[src/arc_params.svh]
// Purpose: Offsets, field positions, reset values and timing for the address/reset/output block
// Assumes: 8-bit register data, 8-bit register offsets
// Notes:   Included by the design modules arc_ctrl and arc_regmem, not by the package
`ifndef ARC_PARAMS_SVH
`define ARC_PARAMS_SVH

`define ARC_OFS_OWN_BUS_ADDRESS      8'h00
`define ARC_OFS_SOFT_RESET_CONTROL   8'h01
`define ARC_OFS_OUTPUT_BEHAV_CONFIG  8'h02

`define ARC_BIT_ADDR_SRC_SEL         0
`define ARC_BIT_LOGIC_RESET_KEEP    0
`define ARC_BIT_FULL_LOGIC_RESET     1
`define ARC_BIT_SLEEP_SEL            4
`define ARC_BIT_FALLBACK_CLK_ON      5
`define ARC_BIT_OVERRIDE_ON          6
`define ARC_BIT_OUTPUT_ENABLE        7

`define ARC_RST_SOFT_RESET_CONTROL   8'h04
`define ARC_RST_OUTPUT_BEHAV_CONFIG  8'h80
`define ARC_SC_MASK                  8'h03

`define ARC_SOFT_RESET_NS            100
`define ARC_CLK_PERIOD_NS            50
`define ARC_SOFT_RESET_CYCLES \
  ((`ARC_SOFT_RESET_NS + `ARC_CLK_PERIOD_NS - 1) / `ARC_CLK_PERIOD_NS)

`endif

[src/arc_pkg.sv]
// Purpose: Types shared by the address/reset/output block
// Assumes: Parameters header holds all numbers
// Notes:   Structs carry grouped signals
package arc_pkg;

  typedef struct packed {
    logic       wr_en;
    logic       rd_en;
    logic [7:0] addr;
    logic [7:0] wdata;
  } arc_reg_req_t;

  typedef struct packed {
    logic output_enable;
    logic unlocked_state_sel;
    logic fallback_clk_sel;
  } arc_out_ctrl_t;

  typedef enum logic [1:0] {
    ARC_RUN,
    ARC_FULL_RST,
    ARC_KEEP_RST
  } arc_rst_state_t;

endpackage : arc_pkg

[src/arc_ctrl.sv]
// Purpose: Own bus address, soft resets and output behaviour control
// Assumes: Register access arrives as decoded byte requests from the bus slave
// Notes:   Strap sampled at reset release and on full soft reset
`timescale 1ns/1ns
`include "arc_params.svh"
module arc_ctrl
  import arc_pkg::*;
(
  input  wire logic         sys_clk,
  input  wire logic         rst,
  input  wire arc_reg_req_t reg_req,
  input  wire logic [6:0]   address_strap_pin,
  input  wire logic         link_locked,
  output logic [7:0]        reg_rdata,
  output logic [6:0]        active_bus_address,
  output arc_out_ctrl_t     out_ctrl,
  output logic              logic_reset,
  output logic              regs_reset
);

  logic [7:0]     addr_reg;
  logic [7:0]     reset_reg;
  logic [7:0]     cfg_reg;
  logic [7:0]     mem_rdata;
  logic           started;
  logic           next_started;
  logic           reload;
  logic           sc_clear;
  logic [1:0]     cnt;
  logic [1:0]     next_cnt;
  arc_rst_state_t state;
  arc_rst_state_t next_state;
  logic [6:0]     next_active_bus_address;
  arc_out_ctrl_t  next_out_ctrl;
  logic           next_logic_reset;
  logic           next_regs_reset;

  localparam logic [1:0] RST_CYCLES = 2'(`ARC_SOFT_RESET_CYCLES);

  // Effective value: programmed when override set, else forced high
  function automatic logic eff_bit(input logic ovr, input logic val);
    eff_bit = ovr ? val : 1'b1;
  endfunction : eff_bit

  // Strap caught on the first clock after reset, never under the async reset
  assign reload = !started || (state == ARC_FULL_RST && cnt == 2'd0);
  assign sc_clear = (state != ARC_RUN) && (cnt == RST_CYCLES - 2'd1);

  arc_regmem u_mem (
    .sys_clk    (sys_clk),
    .rst        (rst),
    .req        (reg_req),
    .reload     (reload),
    .strap_addr (address_strap_pin),
    .sc_clear   (sc_clear),
    .addr_reg   (addr_reg),
    .reset_reg  (reset_reg),
    .cfg_reg    (cfg_reg),
    .rdata      (mem_rdata)
  );

  always_comb begin
    next_started = 1'b1;
    next_state   = state;
    next_cnt     = cnt;
    unique case (state)
      ARC_RUN: begin
        next_cnt = 2'd0;
        // Full reset takes priority when both bits are written
        if (reset_reg[`ARC_BIT_FULL_LOGIC_RESET]) begin
          next_state = ARC_FULL_RST;
        end else if (reset_reg[`ARC_BIT_LOGIC_RESET_KEEP]) begin
          next_state = ARC_KEEP_RST;
        end
      end
      ARC_FULL_RST, ARC_KEEP_RST: begin
        if (cnt == RST_CYCLES - 2'd1) begin
          next_state = ARC_RUN;
        end else begin
          next_cnt = cnt + 2'd1;
        end
      end
    endcase
  end

  always_comb begin
    next_logic_reset = (next_state != ARC_RUN);
    next_regs_reset  = (next_state == ARC_FULL_RST);
    // Source select: strap address or programmed field
    next_active_bus_address = addr_reg[`ARC_BIT_ADDR_SRC_SEL] ? addr_reg[7:1]
                                                              : address_strap_pin;
    next_out_ctrl.output_enable = eff_bit(cfg_reg[`ARC_BIT_OVERRIDE_ON],
                                          cfg_reg[`ARC_BIT_OUTPUT_ENABLE]);
    next_out_ctrl.unlocked_state_sel = eff_bit(cfg_reg[`ARC_BIT_OVERRIDE_ON],
                                               cfg_reg[`ARC_BIT_SLEEP_SEL]);
    // Frequency choice lives in a separate register outside this block
    next_out_ctrl.fallback_clk_sel = cfg_reg[`ARC_BIT_FALLBACK_CLK_ON]
                                     && !link_locked;
  end

  always_ff @(posedge sys_clk or posedge rst) begin
    if (rst) begin
      started            <= 1'b0;
      state              <= ARC_RUN;
      cnt                <= 2'd0;
      logic_reset        <= 1'b0;
      regs_reset         <= 1'b0;
      active_bus_address <= 7'h00;
      out_ctrl           <= '{output_enable: 1'b1, unlocked_state_sel: 1'b1,
                              fallback_clk_sel: 1'b0};
      reg_rdata          <= 8'h00;
    end else begin
      started            <= next_started;
      state              <= next_state;
      cnt                <= next_cnt;
      logic_reset        <= next_logic_reset;
      regs_reset         <= next_regs_reset;
      active_bus_address <= next_active_bus_address;
      out_ctrl           <= next_out_ctrl;
      reg_rdata          <= mem_rdata;
    end
  end

endmodule : arc_ctrl

[src/arc_regmem.sv]
// Purpose: Storage of the three control bytes with registered read data
// Assumes: One access per cycle; a read in the same cycle as a write returns the old value
// Notes:   Strap reload comes through the reload strobe
`timescale 1ns/1ns
`include "arc_params.svh"
module arc_regmem
  import arc_pkg::*;
(
  input  wire logic         sys_clk,
  input  wire logic         rst,
  input  wire arc_reg_req_t req,
  input  wire logic         reload,
  input  wire logic [6:0]   strap_addr,
  input  wire logic         sc_clear,
  output logic [7:0]        addr_reg,
  output logic [7:0]        reset_reg,
  output logic [7:0]        cfg_reg,
  output logic [7:0]        rdata
);

  logic [7:0] next_addr_reg;
  logic [7:0] next_reset_reg;
  logic [7:0] next_cfg_reg;
  logic [7:0] next_rdata;

  always_comb begin
    next_addr_reg  = addr_reg;
    next_reset_reg = reset_reg;
    next_cfg_reg   = cfg_reg;
    next_rdata     = rdata;
    if (sc_clear) begin
      next_reset_reg = reset_reg & ~`ARC_SC_MASK;
    end
    if (req.wr_en) begin
      unique case (req.addr)
        `ARC_OFS_OWN_BUS_ADDRESS:     next_addr_reg  = req.wdata;
        `ARC_OFS_SOFT_RESET_CONTROL:  next_reset_reg = req.wdata;
        `ARC_OFS_OUTPUT_BEHAV_CONFIG: next_cfg_reg   = req.wdata;
        default: ;
      endcase
    end
    if (reload) begin
      // Full reset restores strap value and all defaults
      next_addr_reg  = {strap_addr, 1'b0};
      next_reset_reg = `ARC_RST_SOFT_RESET_CONTROL;
      next_cfg_reg   = `ARC_RST_OUTPUT_BEHAV_CONFIG;
    end
    if (req.rd_en) begin
      unique case (req.addr)
        `ARC_OFS_OWN_BUS_ADDRESS:     next_rdata = addr_reg;
        `ARC_OFS_SOFT_RESET_CONTROL:  next_rdata = reset_reg;
        `ARC_OFS_OUTPUT_BEHAV_CONFIG: next_rdata = cfg_reg;
        default:                      next_rdata = 8'h00;
      endcase
    end
  end

  always_ff @(posedge sys_clk or posedge rst) begin
    if (rst) begin
      addr_reg  <= 8'h00;
      reset_reg <= `ARC_RST_SOFT_RESET_CONTROL;
      cfg_reg   <= `ARC_RST_OUTPUT_BEHAV_CONFIG;
      rdata     <= 8'h00;
    end else begin
      addr_reg  <= next_addr_reg;
      reset_reg <= next_reset_reg;
      cfg_reg   <= next_cfg_reg;
      rdata     <= next_rdata;
    end
  end

endmodule : arc_regmem

[config.mk]
export PLATFORM = sky130hd
export DESIGN_NAME = arc_ctrl
export DESIGN_NICKNAME = d
export VERILOG_FILES = /design/src/arc_pkg.sv /design/src/arc_ctrl.sv /design/src/arc_regmem.sv
export VERILOG_INCLUDE_DIRS = /design/src
export SDC_FILE = /design/constraint.sdc
export NUM_CORES = 1
export LEC_CHECK = 0
export ABC_AREA = 1
export BUFFER_PORTS_ARGS = -buffer_cell sky130_fd_sc_hd__buf_2
export CAP_MARGIN = 20
export CELL_PAD_IN_SITES_DETAIL_PLACEMENT = 1
export CELL_PAD_IN_SITES_GLOBAL_PLACEMENT = 2
export CORE_MARGIN = 5
export CORE_UTILIZATION = 30
export CTS_CLUSTER_SIZE = 12
export DETAILED_ROUTE_END_ITERATION = 8
export PLACE_DENSITY = 0.8
export SYNTH_ARGS = -nofsm -noshare
export SYNTH_HDL_FRONTEND = slang
export SYNTH_SLANG_ARGS = --single-unit
[constraint.sdc]
create_clock -name sys_clk -period 1.75 [get_ports sys_clk]
set_input_delay 0.2625 -clock sys_clk [delete_from_list [all_inputs] [get_ports sys_clk]]
set_output_delay 0.2625 -clock sys_clk [all_outputs]
set_load 0.005 [all_outputs]
==> flow_summary_export.csv, run 1 <==
group,metric,value,unit
timing,period_share,0.8676,
layout,drive_gt1_frac,0.2592,
global_routing,grt_use_met1,0.1559,
global_routing,grt_pass1_wl,11.05,mm
pwr,clkPwrFrac,0.401,
synth,muxShareOfSynthArea,0,
clock_tree,cts-root-buf,"clkbuf_8",
global_routing,top_usage_layer,"met2",
pwr,power.switching,971.3,uW
pwr,power,3.446,mW
place,port_buffers,47,
pwr,p_leak,1.809,nW
place,placed_area,0.003019,mm^2
layout,stdcell_area,0.003248,mm^2
setup_path,slowest_stage,"dfrtp_1",
synth,synth_area_leaders,"dfrtp_1, nand2_1, nand3_1",
synth,ys_seq_area_frac,0.5401,
setup_path,critPathArrivalTime,1.78,ns
clock_tree,htree_levels,3,
global_routing,grt_pass1_vias,2209,
global_routing,use_met2,0.2195,
timing,fmax,0.6587,GHz
clock_tree,cts_max_path_buffers,2,
synth,yosys_warnings,0,
synth,synth_xor_area_frac,0,
clock_tree,clkSinkCount,57,
clock_tree,cts_tree,"yes",
synth,syn_nets,327,
synth,synth-seq-cells,57,
drt,vias,2094,
timing,setup_viol,0,
timing,rsz0062_at_grt,"no",
layout,diodes,0,
synth,synthCells,295,
pwr,intPower,2.475,mW
global_routing,grt.overflow.total,0,
timing,slew_violations,0,
setup_path,critPathLaunch,"cnt[0]",
global_routing,grt_start_max_net_pins,27,
drt,drc,0,
global_routing,track_usage,0.1283,
die,die_h,104.0,um
die,io_pins,48,
timing,layout_min_cycle_time,1.518,ns
drt,via_per_inst,4.523,
drt,wl_per_cell,14.18,um
clock_tree,clk_latency,0.34,ns
layout,n_fill_cell,1057,
global_routing,grtUsageMet3,0.03476,
synth,synth_top_family_by_area,"simple AND/OR/NAND/NOR gates",
setup_path,path_depth,8,
setup_path,cp.required,2.02,ns
setup_path,r2r_end,"u_mem.addr_reg[0]",
timing,hold-worst-slack,0.07841,ns
setup_path,r2r_slack,0.23,ns
synth,ys_types,26,
setup_path,reg2reg_depth,8,
die,start_util,0.3054,
drt,ant_nets,0,
run_status,outcome,"completed",
clock_tree,cts_buffers,9,
worst_hold_path,hold_path.class,"in -> reg",
setup_path,critPathBufInv,3,
timing,relSlewSlack,0.6413,
synth,syn_area,0.002650,mm^2
synth,synth_fa_ha_area_frac,0.01889,
synth,synth_compound_gate_area_share,0.05666,
layout,finalNetCount,384,
global_routing,antenna_found_initial,0,
layout,area_delta_synth_final,22.57,%
timing,finalHoldViolCount,0,
pwr,ir_worst_vdd,0.4122,mV
die,die_area,0.01081,mm^2
die,rows,34,
pwr,cellPowerDensity,1061,mW/mm^2
flow_run,max_cap_viol_count,0,
die,die_x,104.0,um
pwr,seqPwrFrac,0.437,
place,gp_congestion,0.7835,
setup_path,end_kind,"flip-flop",
setup_path,startpoint_type,"flip-flop",
pwr,power_frac_comb,0.162,
synth,syn_area_per_cell,8.983,um^2
timing,worstMarginPinSlew,0.5381,ns
clock_tree,clk_pin_slew_worst_paths,0.07,ns
drt,drt_iter0_drc,39,
synth,synth_simple_gate_area_frac,0.3178,
drt,firstDrtPassIters,4,
setup_path,crit_fanout,19,
synth,synth_top_area_share,0.5005,
pwr,switching_share,0.2818,
setup_path,cpPeakStageDelay,0.39,ns
setup_path,criticalPathCategory,"reg -> reg",
setup_path,critPathTopFamily,"buffers and inverters",
setup_path,path_cells,"inv_1 > ha_1 > nand2_1 > nand2_4 > inv_4 > buf_4 > nand3_1 > o21ai_1",
timing,setup_tns,0,ns
setup_path,reg2reg_from,"cnt[0]",
setup_path,cp-endpoint,"u_mem.addr_reg[0]",
die,core_area,0.008678,mm^2
synth,synth_top_area_cell,"dfrtp_1",
timing,fin_worst_skew,0.007637,ns
place,place_hpwl,5.006,mm
drt,wl,6.566,mm
area by class of cell:
type / count / area, um^2 / area share
clock buffer: 11 / 151.4 / 0.04661
clock inverter: 3 / 65.06 / 0.02003
inverter: 35 / 138.9 / 0.04276
multi-input combinational: 198 / 1046 / 0.3220
sequential: 57 / 1431 / 0.4407
tap: 108 / 135.1 / 0.04160
timing repair buffer: 51 / 280.3 / 0.08629
metrics by stage:
| step | instances | util | worst slack, ns |
|---|---|---|---|
| global route | 463 | 0.3743 | 0.06909 |
| global placement | 448 | 0.3479 | 0.2267 |
| detailed placement | 448 | 0.3479 | 0.1192 |
| CTS | 463 | 0.3740 | 0.1011 |
| finish | 463 | 0.3743 | 0.2317 |
| floorplan | 295 | - | 0.09448 |
Yosys cell counts, drive strengths merged:
cell type   n
a21oi       2
o21ai      21
dfrtp      53
a22oi       1
o211ai      2
nor2       29
inv        35
buf         4
nand3      41
ha          4
clkbuf      1
dfstp       4
nand2      96
a21boi      1
conb        1
kinds of logic after synthesis:
family / Yosys count
compound gates: 27
fa+ha+maj: 4
buf+inv: 40
flops: 57
simple gates: 166
other cells: 1
power by group through the flow:
stage	logic (mW)	clock network, mW	registers [mW]
after floorplan	0.385	0	1.51
after global placement	0.550	0	1.53
after detailed placement	0.567	0	1.53
after CTS	0.573	1.42	1.51
after global routing	0.645	1.49	1.52
final	0.558	1.38	1.51
layer usage:
metal / part of all wire / vias up
met2: 0.51 / 37
met4: 0.015 / 0
met5: 0 / -
met3: 0.039 / 11
met1: 0.44 / 1007
li1: - / 1039
timing repair:
item | 4_1_cts | 5_1_grt
hold buffers | 1 | 0
endpoints found under the hold margin | 17 | 0
resized for setup | 0 | 2
buffers inserted | 0 | 0
setup endpoints to repair | 0 | 2
placed cells by master, fill, tap and decap left out, drive strengths merged:
cell,count
a21boi,1
nand2,96
bufinv,2
dfrtp,53
dfstp,4
inv,35
nand3,41
buf,50
dlygate4sd3,1
a22oi,1
ha,4
o211ai,2
conb,1
clkbuf,11
nor2,29
clkinv,1
o21ai,21
a21oi,2
how the worst min path moves through the flow:
stage          depth (start not counted)          endpoint        start
2_1_floorplan                          1       out_ctrl[0]  link_locked
3_3_place_gp                           2    u_mem.rdata[1]          rst
3_5_place_dp                           2  u_mem.cfg_reg[4]          rst
4_1_cts                                2       out_ctrl[0]  link_locked
5_1_grt                                2       out_ctrl[0]  link_locked
6_report                               2       out_ctrl[0]  link_locked
(Power assumes the default switching activity.)
==> run 2: changes to the inputs <==
- ABC_AREA: 1 -> not set
- PLACE_DENSITY: 0.8 -> 0.75
- SYNTH_HIERARCHICAL: not set -> 1
==> run 2 against run 1 <==
Core utilization fell by 0.40 points. Combinational power up 39%. Sequential power hardly changed. Non-clock buffer count rose by 5. Synthesized cell count down 23%. First-iteration DRC count up 51%. Die area grew 0.81%. Design area decreased by 0.58%. Worst hold slack got worse by 0.017 ns. Critical path type unchanged.
==> flow_summary_export.csv, run 2 <==
group,metric,value,unit
setup_path,path_common_cell,"nand2_1",
die,die_h,104.4,um
layout,final_common_cell,"dfrtp_1",
layout,drive_gt1_frac,0.3018,
layout,diodes,0,
drt,vias,1885,
synth,ys_types,38,
pwr,power.switching,1.054,mW
place,place_hpwl,4.584,mm
pwr,power_frac_comb,0.212,
flow_run,max_cap_viol_count,0,
die,start_util,0.3066,
drt,ant_nets,0,
pwr,intPower,2.607,mW
place,place_inst,376,
timing,fmax,0.6389,GHz
synth,synth-seq-cells,57,
global_routing,grt_pass1_vias,2090,
drt,firstDrtPassIters,4,
layout,finalNetCount,312,
global_routing,grt.overflow.total,0,
clock_tree,cts_max_path_buffers,2,
place,gp_congestion,0.7365,
setup_path,crit_fanout,7,
setup_path,critPathBufInv,2,
synth,syn_nets,259,
pwr,seqPwrFrac,0.421,
synth,async_flop_share,1.000,
timing,worstMarginPinSlew,0.5133,ns
setup_path,end_kind,"flip-flop",
timing,fin_worst_skew,0.005613,ns
setup_path,r2r_slack,0.18,ns
synth,syn_area_per_cell,11.78,um^2
setup_path,critPathTopFamily,"simple AND/OR/NAND/NOR gates",
place,port_buffers,47,
synth,synth_edf_count,0,
clock_tree,cts-root-buf,"clkbuf_8",
setup_path,slowest_stage,"dfrtp_1",
synth,synth_commonest_cells,"dfrtp_1, mux2i_1, nand2b_1",
clock_tree,clk_pin_slew_worst_paths,0.07,ns
synth,synthCells,227,
drt,drc,0,
global_routing,grt_pass1_wl,10.76,mm
timing,period_share,0.8943,
global_routing,track_usage,0.1256,
timing,hold-worst-slack,0.06120,ns
pwr,switching_share,0.2879,
layout,fin_util,0.3703,
run_status,outcome,"completed",
setup_path,critPathArrivalTime,1.79,ns
clock_tree,hold_buffers,1,
synth,synth_top_area_cell,"dfrtp_1",
pwr,p_leak,1.612,nW
timing,rsz0062_at_grt,"no",
clock_tree,cts_resized,0,
die,io_pins,48,
pwr,clkPwrFrac,0.367,
die,die_area,0.01090,mm^2
synth,synth_area_leaders,"dfrtp_1, mux2i_1, nand2b_1",
setup_path,path_cells,"inv_1 > ha_1 > nand2_1 > nand2_1 > nor3_1 > buf_4 > nand4_1 > o311ai_1",
die,core_area,0.008721,mm^2
synth,synth_top_area_share,0.4960,
timing,relSlewSlack,0.6578,
setup_path,criticalPathCategory,"reg -> reg",
timing,setup_tns,0,ns
layout,stdcell_area,0.003229,mm^2
setup_path,cp.required,1.98,ns
timing,layout_min_cycle_time,1.565,ns
timing,slew_violations,0,
synth,yosysMostFrequentCell,"dfrtp_1",
clock_tree,clkSinkCount,57,
clock_tree,cts_tree,"yes",
clock_tree,cts_buffers,9,
drt,wl,6.410,mm
die,die_x,104.4,um
global_routing,grt_start_max_net_pins,33,
global_routing,antenna_found_initial,0,
layout,layout_common_cells,"dfrtp_1, buf_2, mux2i_1, nand2b_1, inv_1",
setup_path,cpPeakStageDelay,0.41,ns
timing,setup_viol,0,
synth,yosys_most_used_dff,"dfrtp_1",
place,placed_area,0.003008,mm^2
timing,finalHoldViolCount,0,
pwr,cellPowerDensity,1134,mW/mm^2
drt,drt_iter0_drc,59,
die,rows,34,
worst_hold_path,hold_path.class,"in -> reg",
setup_path,startpoint_type,"flip-flop",
drt,via_per_inst,4.796,
clock_tree,cts_setup_buffers,0,
layout,instances_no_fill,393,
clock_tree,clk_latency,0.34,ns
pwr,ir_worst_vdd,0.3382,mV
synth,ys_seq_area_frac,0.5353,
drt,wl_per_cell,16.31,um
layout,area_delta_synth_final,20.78,%
clock_tree,htree_levels,3,
synth,yosys_warnings,6,
synth,syn_area,0.002674,mm^2
## run 2: cell count changes after synthesis, moves of 8 or more
cell       change
a2bb2oi_1      +8
inv_1         -12
nand3_1       -40
o21ai_1       -10
nor2_1        -12
nand2b_1      +23
mux2i_1       +26
o21ai_0        -9
o22ai_1        +8
nand2_1       -73
## run 2: area by class of cell
cell class / instances / area (um^2)
Clock buffer: 11 / 131.4
Clock inverter: 5 / 80.08
Sequential cell: 57 / 1431
Inverter: 21 / 78.83
Tap cell: 108 / 135.1
Timing Repair Buffer: 56 / 305.3
Fill cell: 970 / 5492
Multi-Input combinational cell: 135 / 1067
## run 2: cells by family (layout without fill, tap and decap cells)
group	count (synthesis)	after routing	synth area share
DFF	57	57	0.5353
xor gates and xnor gates	1	1	0.003276
and+or+nand+nor	66	66	0.1544
buffers and inverters	35	93	0.06551
adders and majority gates	4	4	0.01872
AOI/OAI and AO/OA	30	30	0.08470
other	1	1	0.001402
muxes	33	33	0.1366
## run 2: stage by stage
step           power [mW]  worst slack (ns)
4_1_cts             3.731            0.1781
5_1_grt             3.887           0.03434
3_5_place_dp        2.355            0.2071
6_report            3.661            0.1849
2_1_floorplan       2.127            0.2457
3_3_place_gp        2.320            0.2103
## run 2: layer usage
| layer | vias up | share of wire | GRT usage |
|---|---|---|---|
| li1 | 889 | - | - |
| met3 | 9 | 0.042 | 0.02855 |
| met5 | - | 0 | 0 |
| met2 | 43 | 0.49 | 0.2009 |
| met1 | 944 | 0.45 | 0.1590 |
| met4 | 0 | 0.015 | 0.06105 |
## run 2: path summary, 6_finish.rpt
path                                 from                     to  cells past startpoint
setup / recovery                 state[1]      u_mem/addr_reg[6]                      8
hold / removal                link_locked            out_ctrl[0]                      2
setup reg to reg                 state[1]      u_mem/addr_reg[6]                      8
hold reg to reg            u_mem/rdata[6]           reg_rdata[6]                      0
max in group asynchronous             rst  active_bus_address[6]                      4
min in group asynchronous             rst           reg_rdata[2]                      3
## run 2: power by group through the flow
stage	clock [mW]	combinational, mW	sequential (mW)
floorplan	0	0.590	1.54
global placement	0	0.750	1.57
detailed placement	0	0.781	1.57
CTS	1.39	0.794	1.55
global route	1.43	0.892	1.56
finish	1.34	0.775	1.54
==> run 3: changes to the inputs <==
- ABC_CLOCK_PERIOD_IN_PS: not set -> 1500
- PLACE_DENSITY: 0.75 -> 0.72
- clock period: 1.75 -> 1.5 ns (I/O delays scaled with it)
==> run 3 against run 2 <==
Cell count rose by 3.6%. Setup slack got worse by 0.071 ns. Non-clock buffer count rose by 14. Clock skew rose by 0.0043 ns. Worst hold slack got worse by 0.034 ns. Die area did not move. Design area rose by 3.1%. Largest cell class unchanged. Highest routed layer unchanged.
==> flow_summary_export.csv, run 3 (synthesized netlist as in run 2, its figures left out) <==
group,metric,value,unit
setup_path,startpoint_type,"flip-flop",
run_status,outcome,"completed",
flow_run,max_cap_viol_count,0,
timing,hold-worst-slack,0.02678,ns
setup_path,r2r_end,"u_mem/addr_reg[1]",
global_routing,grt_pass1_vias,2203,
die,die_h,104.4,um
clock_tree,clk_latency,0.34,ns
layout,layout_common_cells,"dfrtp_1, buf_2, mux2i_1, nand2b_1, buf_4",
clock_tree,clk_pin_slew_worst_paths,0.07,ns
pwr,ir_worst_vdd,0.4681,mV
global_routing,track_usage,0.1294,
die,rows,34,
clock_tree,cts_setup_buffers,0,
die,die_x,104.4,um
layout,drive_gt1_frac,0.3512,
global_routing,grt_start_max_net_pins,33,
worst_hold_path,min_to,"out_ctrl[0]",
pwr,power,4.179,mW
timing,rsz0062_at_grt,"no",
clock_tree,cts_max_path_buffers,2,
setup_path,cp.required,1.72,ns
die,core_area,0.008721,mm^2
layout,stdcell_area,0.003329,mm^2
setup_path,reg2reg_depth,8,
layout,finalNetCount,326,
layout,diodes,0,
timing,setup_tns,0,ns
global_routing,grt_pass1_wl,11.25,mm
setup_path,critPathArrivalTime,1.61,ns
worst_hold_path,hold_depth,2,
drt,drc,0,
die,start_util,0.3066,
timing,finalHoldViolCount,0,
layout,final_common_cell,"dfrtp_1",
die,die_area,0.01090,mm^2
pwr,cellPowerDensity,1255,mW/mm^2
drt,ant_nets,0,
clock_tree,cts-root-buf,"clkbuf_8",
die,io_pins,48,
timing,slew_violations,0,
layout,fin_util,0.3818,
global_routing,grt.overflow.total,0,
place,placed_area,0.003118,mm^2
setup_path,end_kind,"flip-flop",
clock_tree,cts_tree,"yes",
pwr,p_leak,1.685,nW
clock_tree,htree_levels,3,
clock_tree,clkSinkCount,57,
setup_path,r2r_slack,0.11,ns
drt,wl,6.513,mm
worst_hold_path,min_from,"link_locked",
timing,layout_min_cycle_time,1.387,ns
place,gp_congestion,0.7417,
drt,vias,1925,
drt,firstDrtPassIters,4,
timing,fmax,0.7212,GHz
worst_hold_path,hold_path.class,"in -> reg",
place,place_hpwl,4.949,mm
clock_tree,cts_buffers,9,
setup_path,criticalPathCategory,"reg -> reg",
global_routing,antenna_found_initial,0,
timing,period_share,0.9244,
drt,wl_per_cell,16.00,um
drt,drt_iter0_drc,65,
timing,fin_worst_skew,0.009958,ns
setup_path,crit_fanout,7,
layout,area_delta_synth_final,24.52,%
setup_path,reg2reg_from,"cnt[0]",
place,port_buffers,47,
timing,setup_viol,0,
drt,via_per_inst,4.730,
[run 3: cell count changes in the layout (fill, tap and decap cells not counted), sizes merged]
cell      previous run  this run
clkinv               1         3
bufinv               2         0
buf                 55        69
clkinvlp             2         0
clkbuf              11        13
[run 3: how the worst max path moves through the flow]
| stage | depth (start not counted) | startpoint | slack [ns] | to |
|---|---|---|---|---|
| final | 8 | cnt[0] | 0.11 | u_mem/addr_reg[1] |
| after global routing | 4 | state[0] | 0.005 | state[1] |
| after CTS | 6 | cnt[0] | 0.06 | u_mem/addr_reg[2] |
| after detailed placement | 4 | reg_req[13] | -0.04 | u_mem/addr_reg[0] |
| after global placement | 4 | reg_req[13] | 0.004 | u_mem/addr_reg[0] |
| after floorplan | 8 | state[1] | 0.1 | u_mem/reset_reg[0] |
[run 3: power breakdown]
part | internal [mW] | switching, mW
Sequential | 1.68 | 0.0973
Combinational | 0.524 | 0.542
Clock | 0.727 | 0.608
Total | 2.93 | 1.25
[run 3: critical path: stages, from the launching register on]
cell      delay, ns
dfrtp_1        0.35
inv_1          0.04
ha_1           0.22
nand2_2        0.08
nand2_4        0.08
nor3_2         0.11
buf_4          0.16
nand4_1        0.13
o311ai_1       0.10
[run 3: layout make-up]
class / count / area, um^2
sequential: 57 / 1431
clock buffer: 13 / 168.9
multi-input combinational: 135 / 1090
clock inverter: 3 / 15.01
timing repair buffer: 70 / 410.4
fill: 957 / 5391
tap: 108 / 135.1
inverter: 21 / 78.83
[run 3: timing repair]
item	in CTS	in global routing
cloned	0	0
endpoints found under the hold margin	25	0
gates resized for setup	1	3
endpoints found under the setup margin	1	3
pin swaps	0	0
hold buffers	1	0
[run 3: per-stage QoR]
stage / worst slack (ns) / cells
after detailed placement: -0.04098 / 390
after global routing: 0.004971 / 407
final: 0.1135 / 407
after CTS: 0.06005 / 407
after floorplan: 0.09820 / 227
after global placement: 0.003621 / 390
[run 3: routing by layer]
metal	vias to the layer above	wire length, um	track usage
met1	961	2794	0.1555
met4	0	129	0.05550
met3	12	294	0.03290
met5	-	0	0
met2	36	3295	0.2181
li1	916	-	-
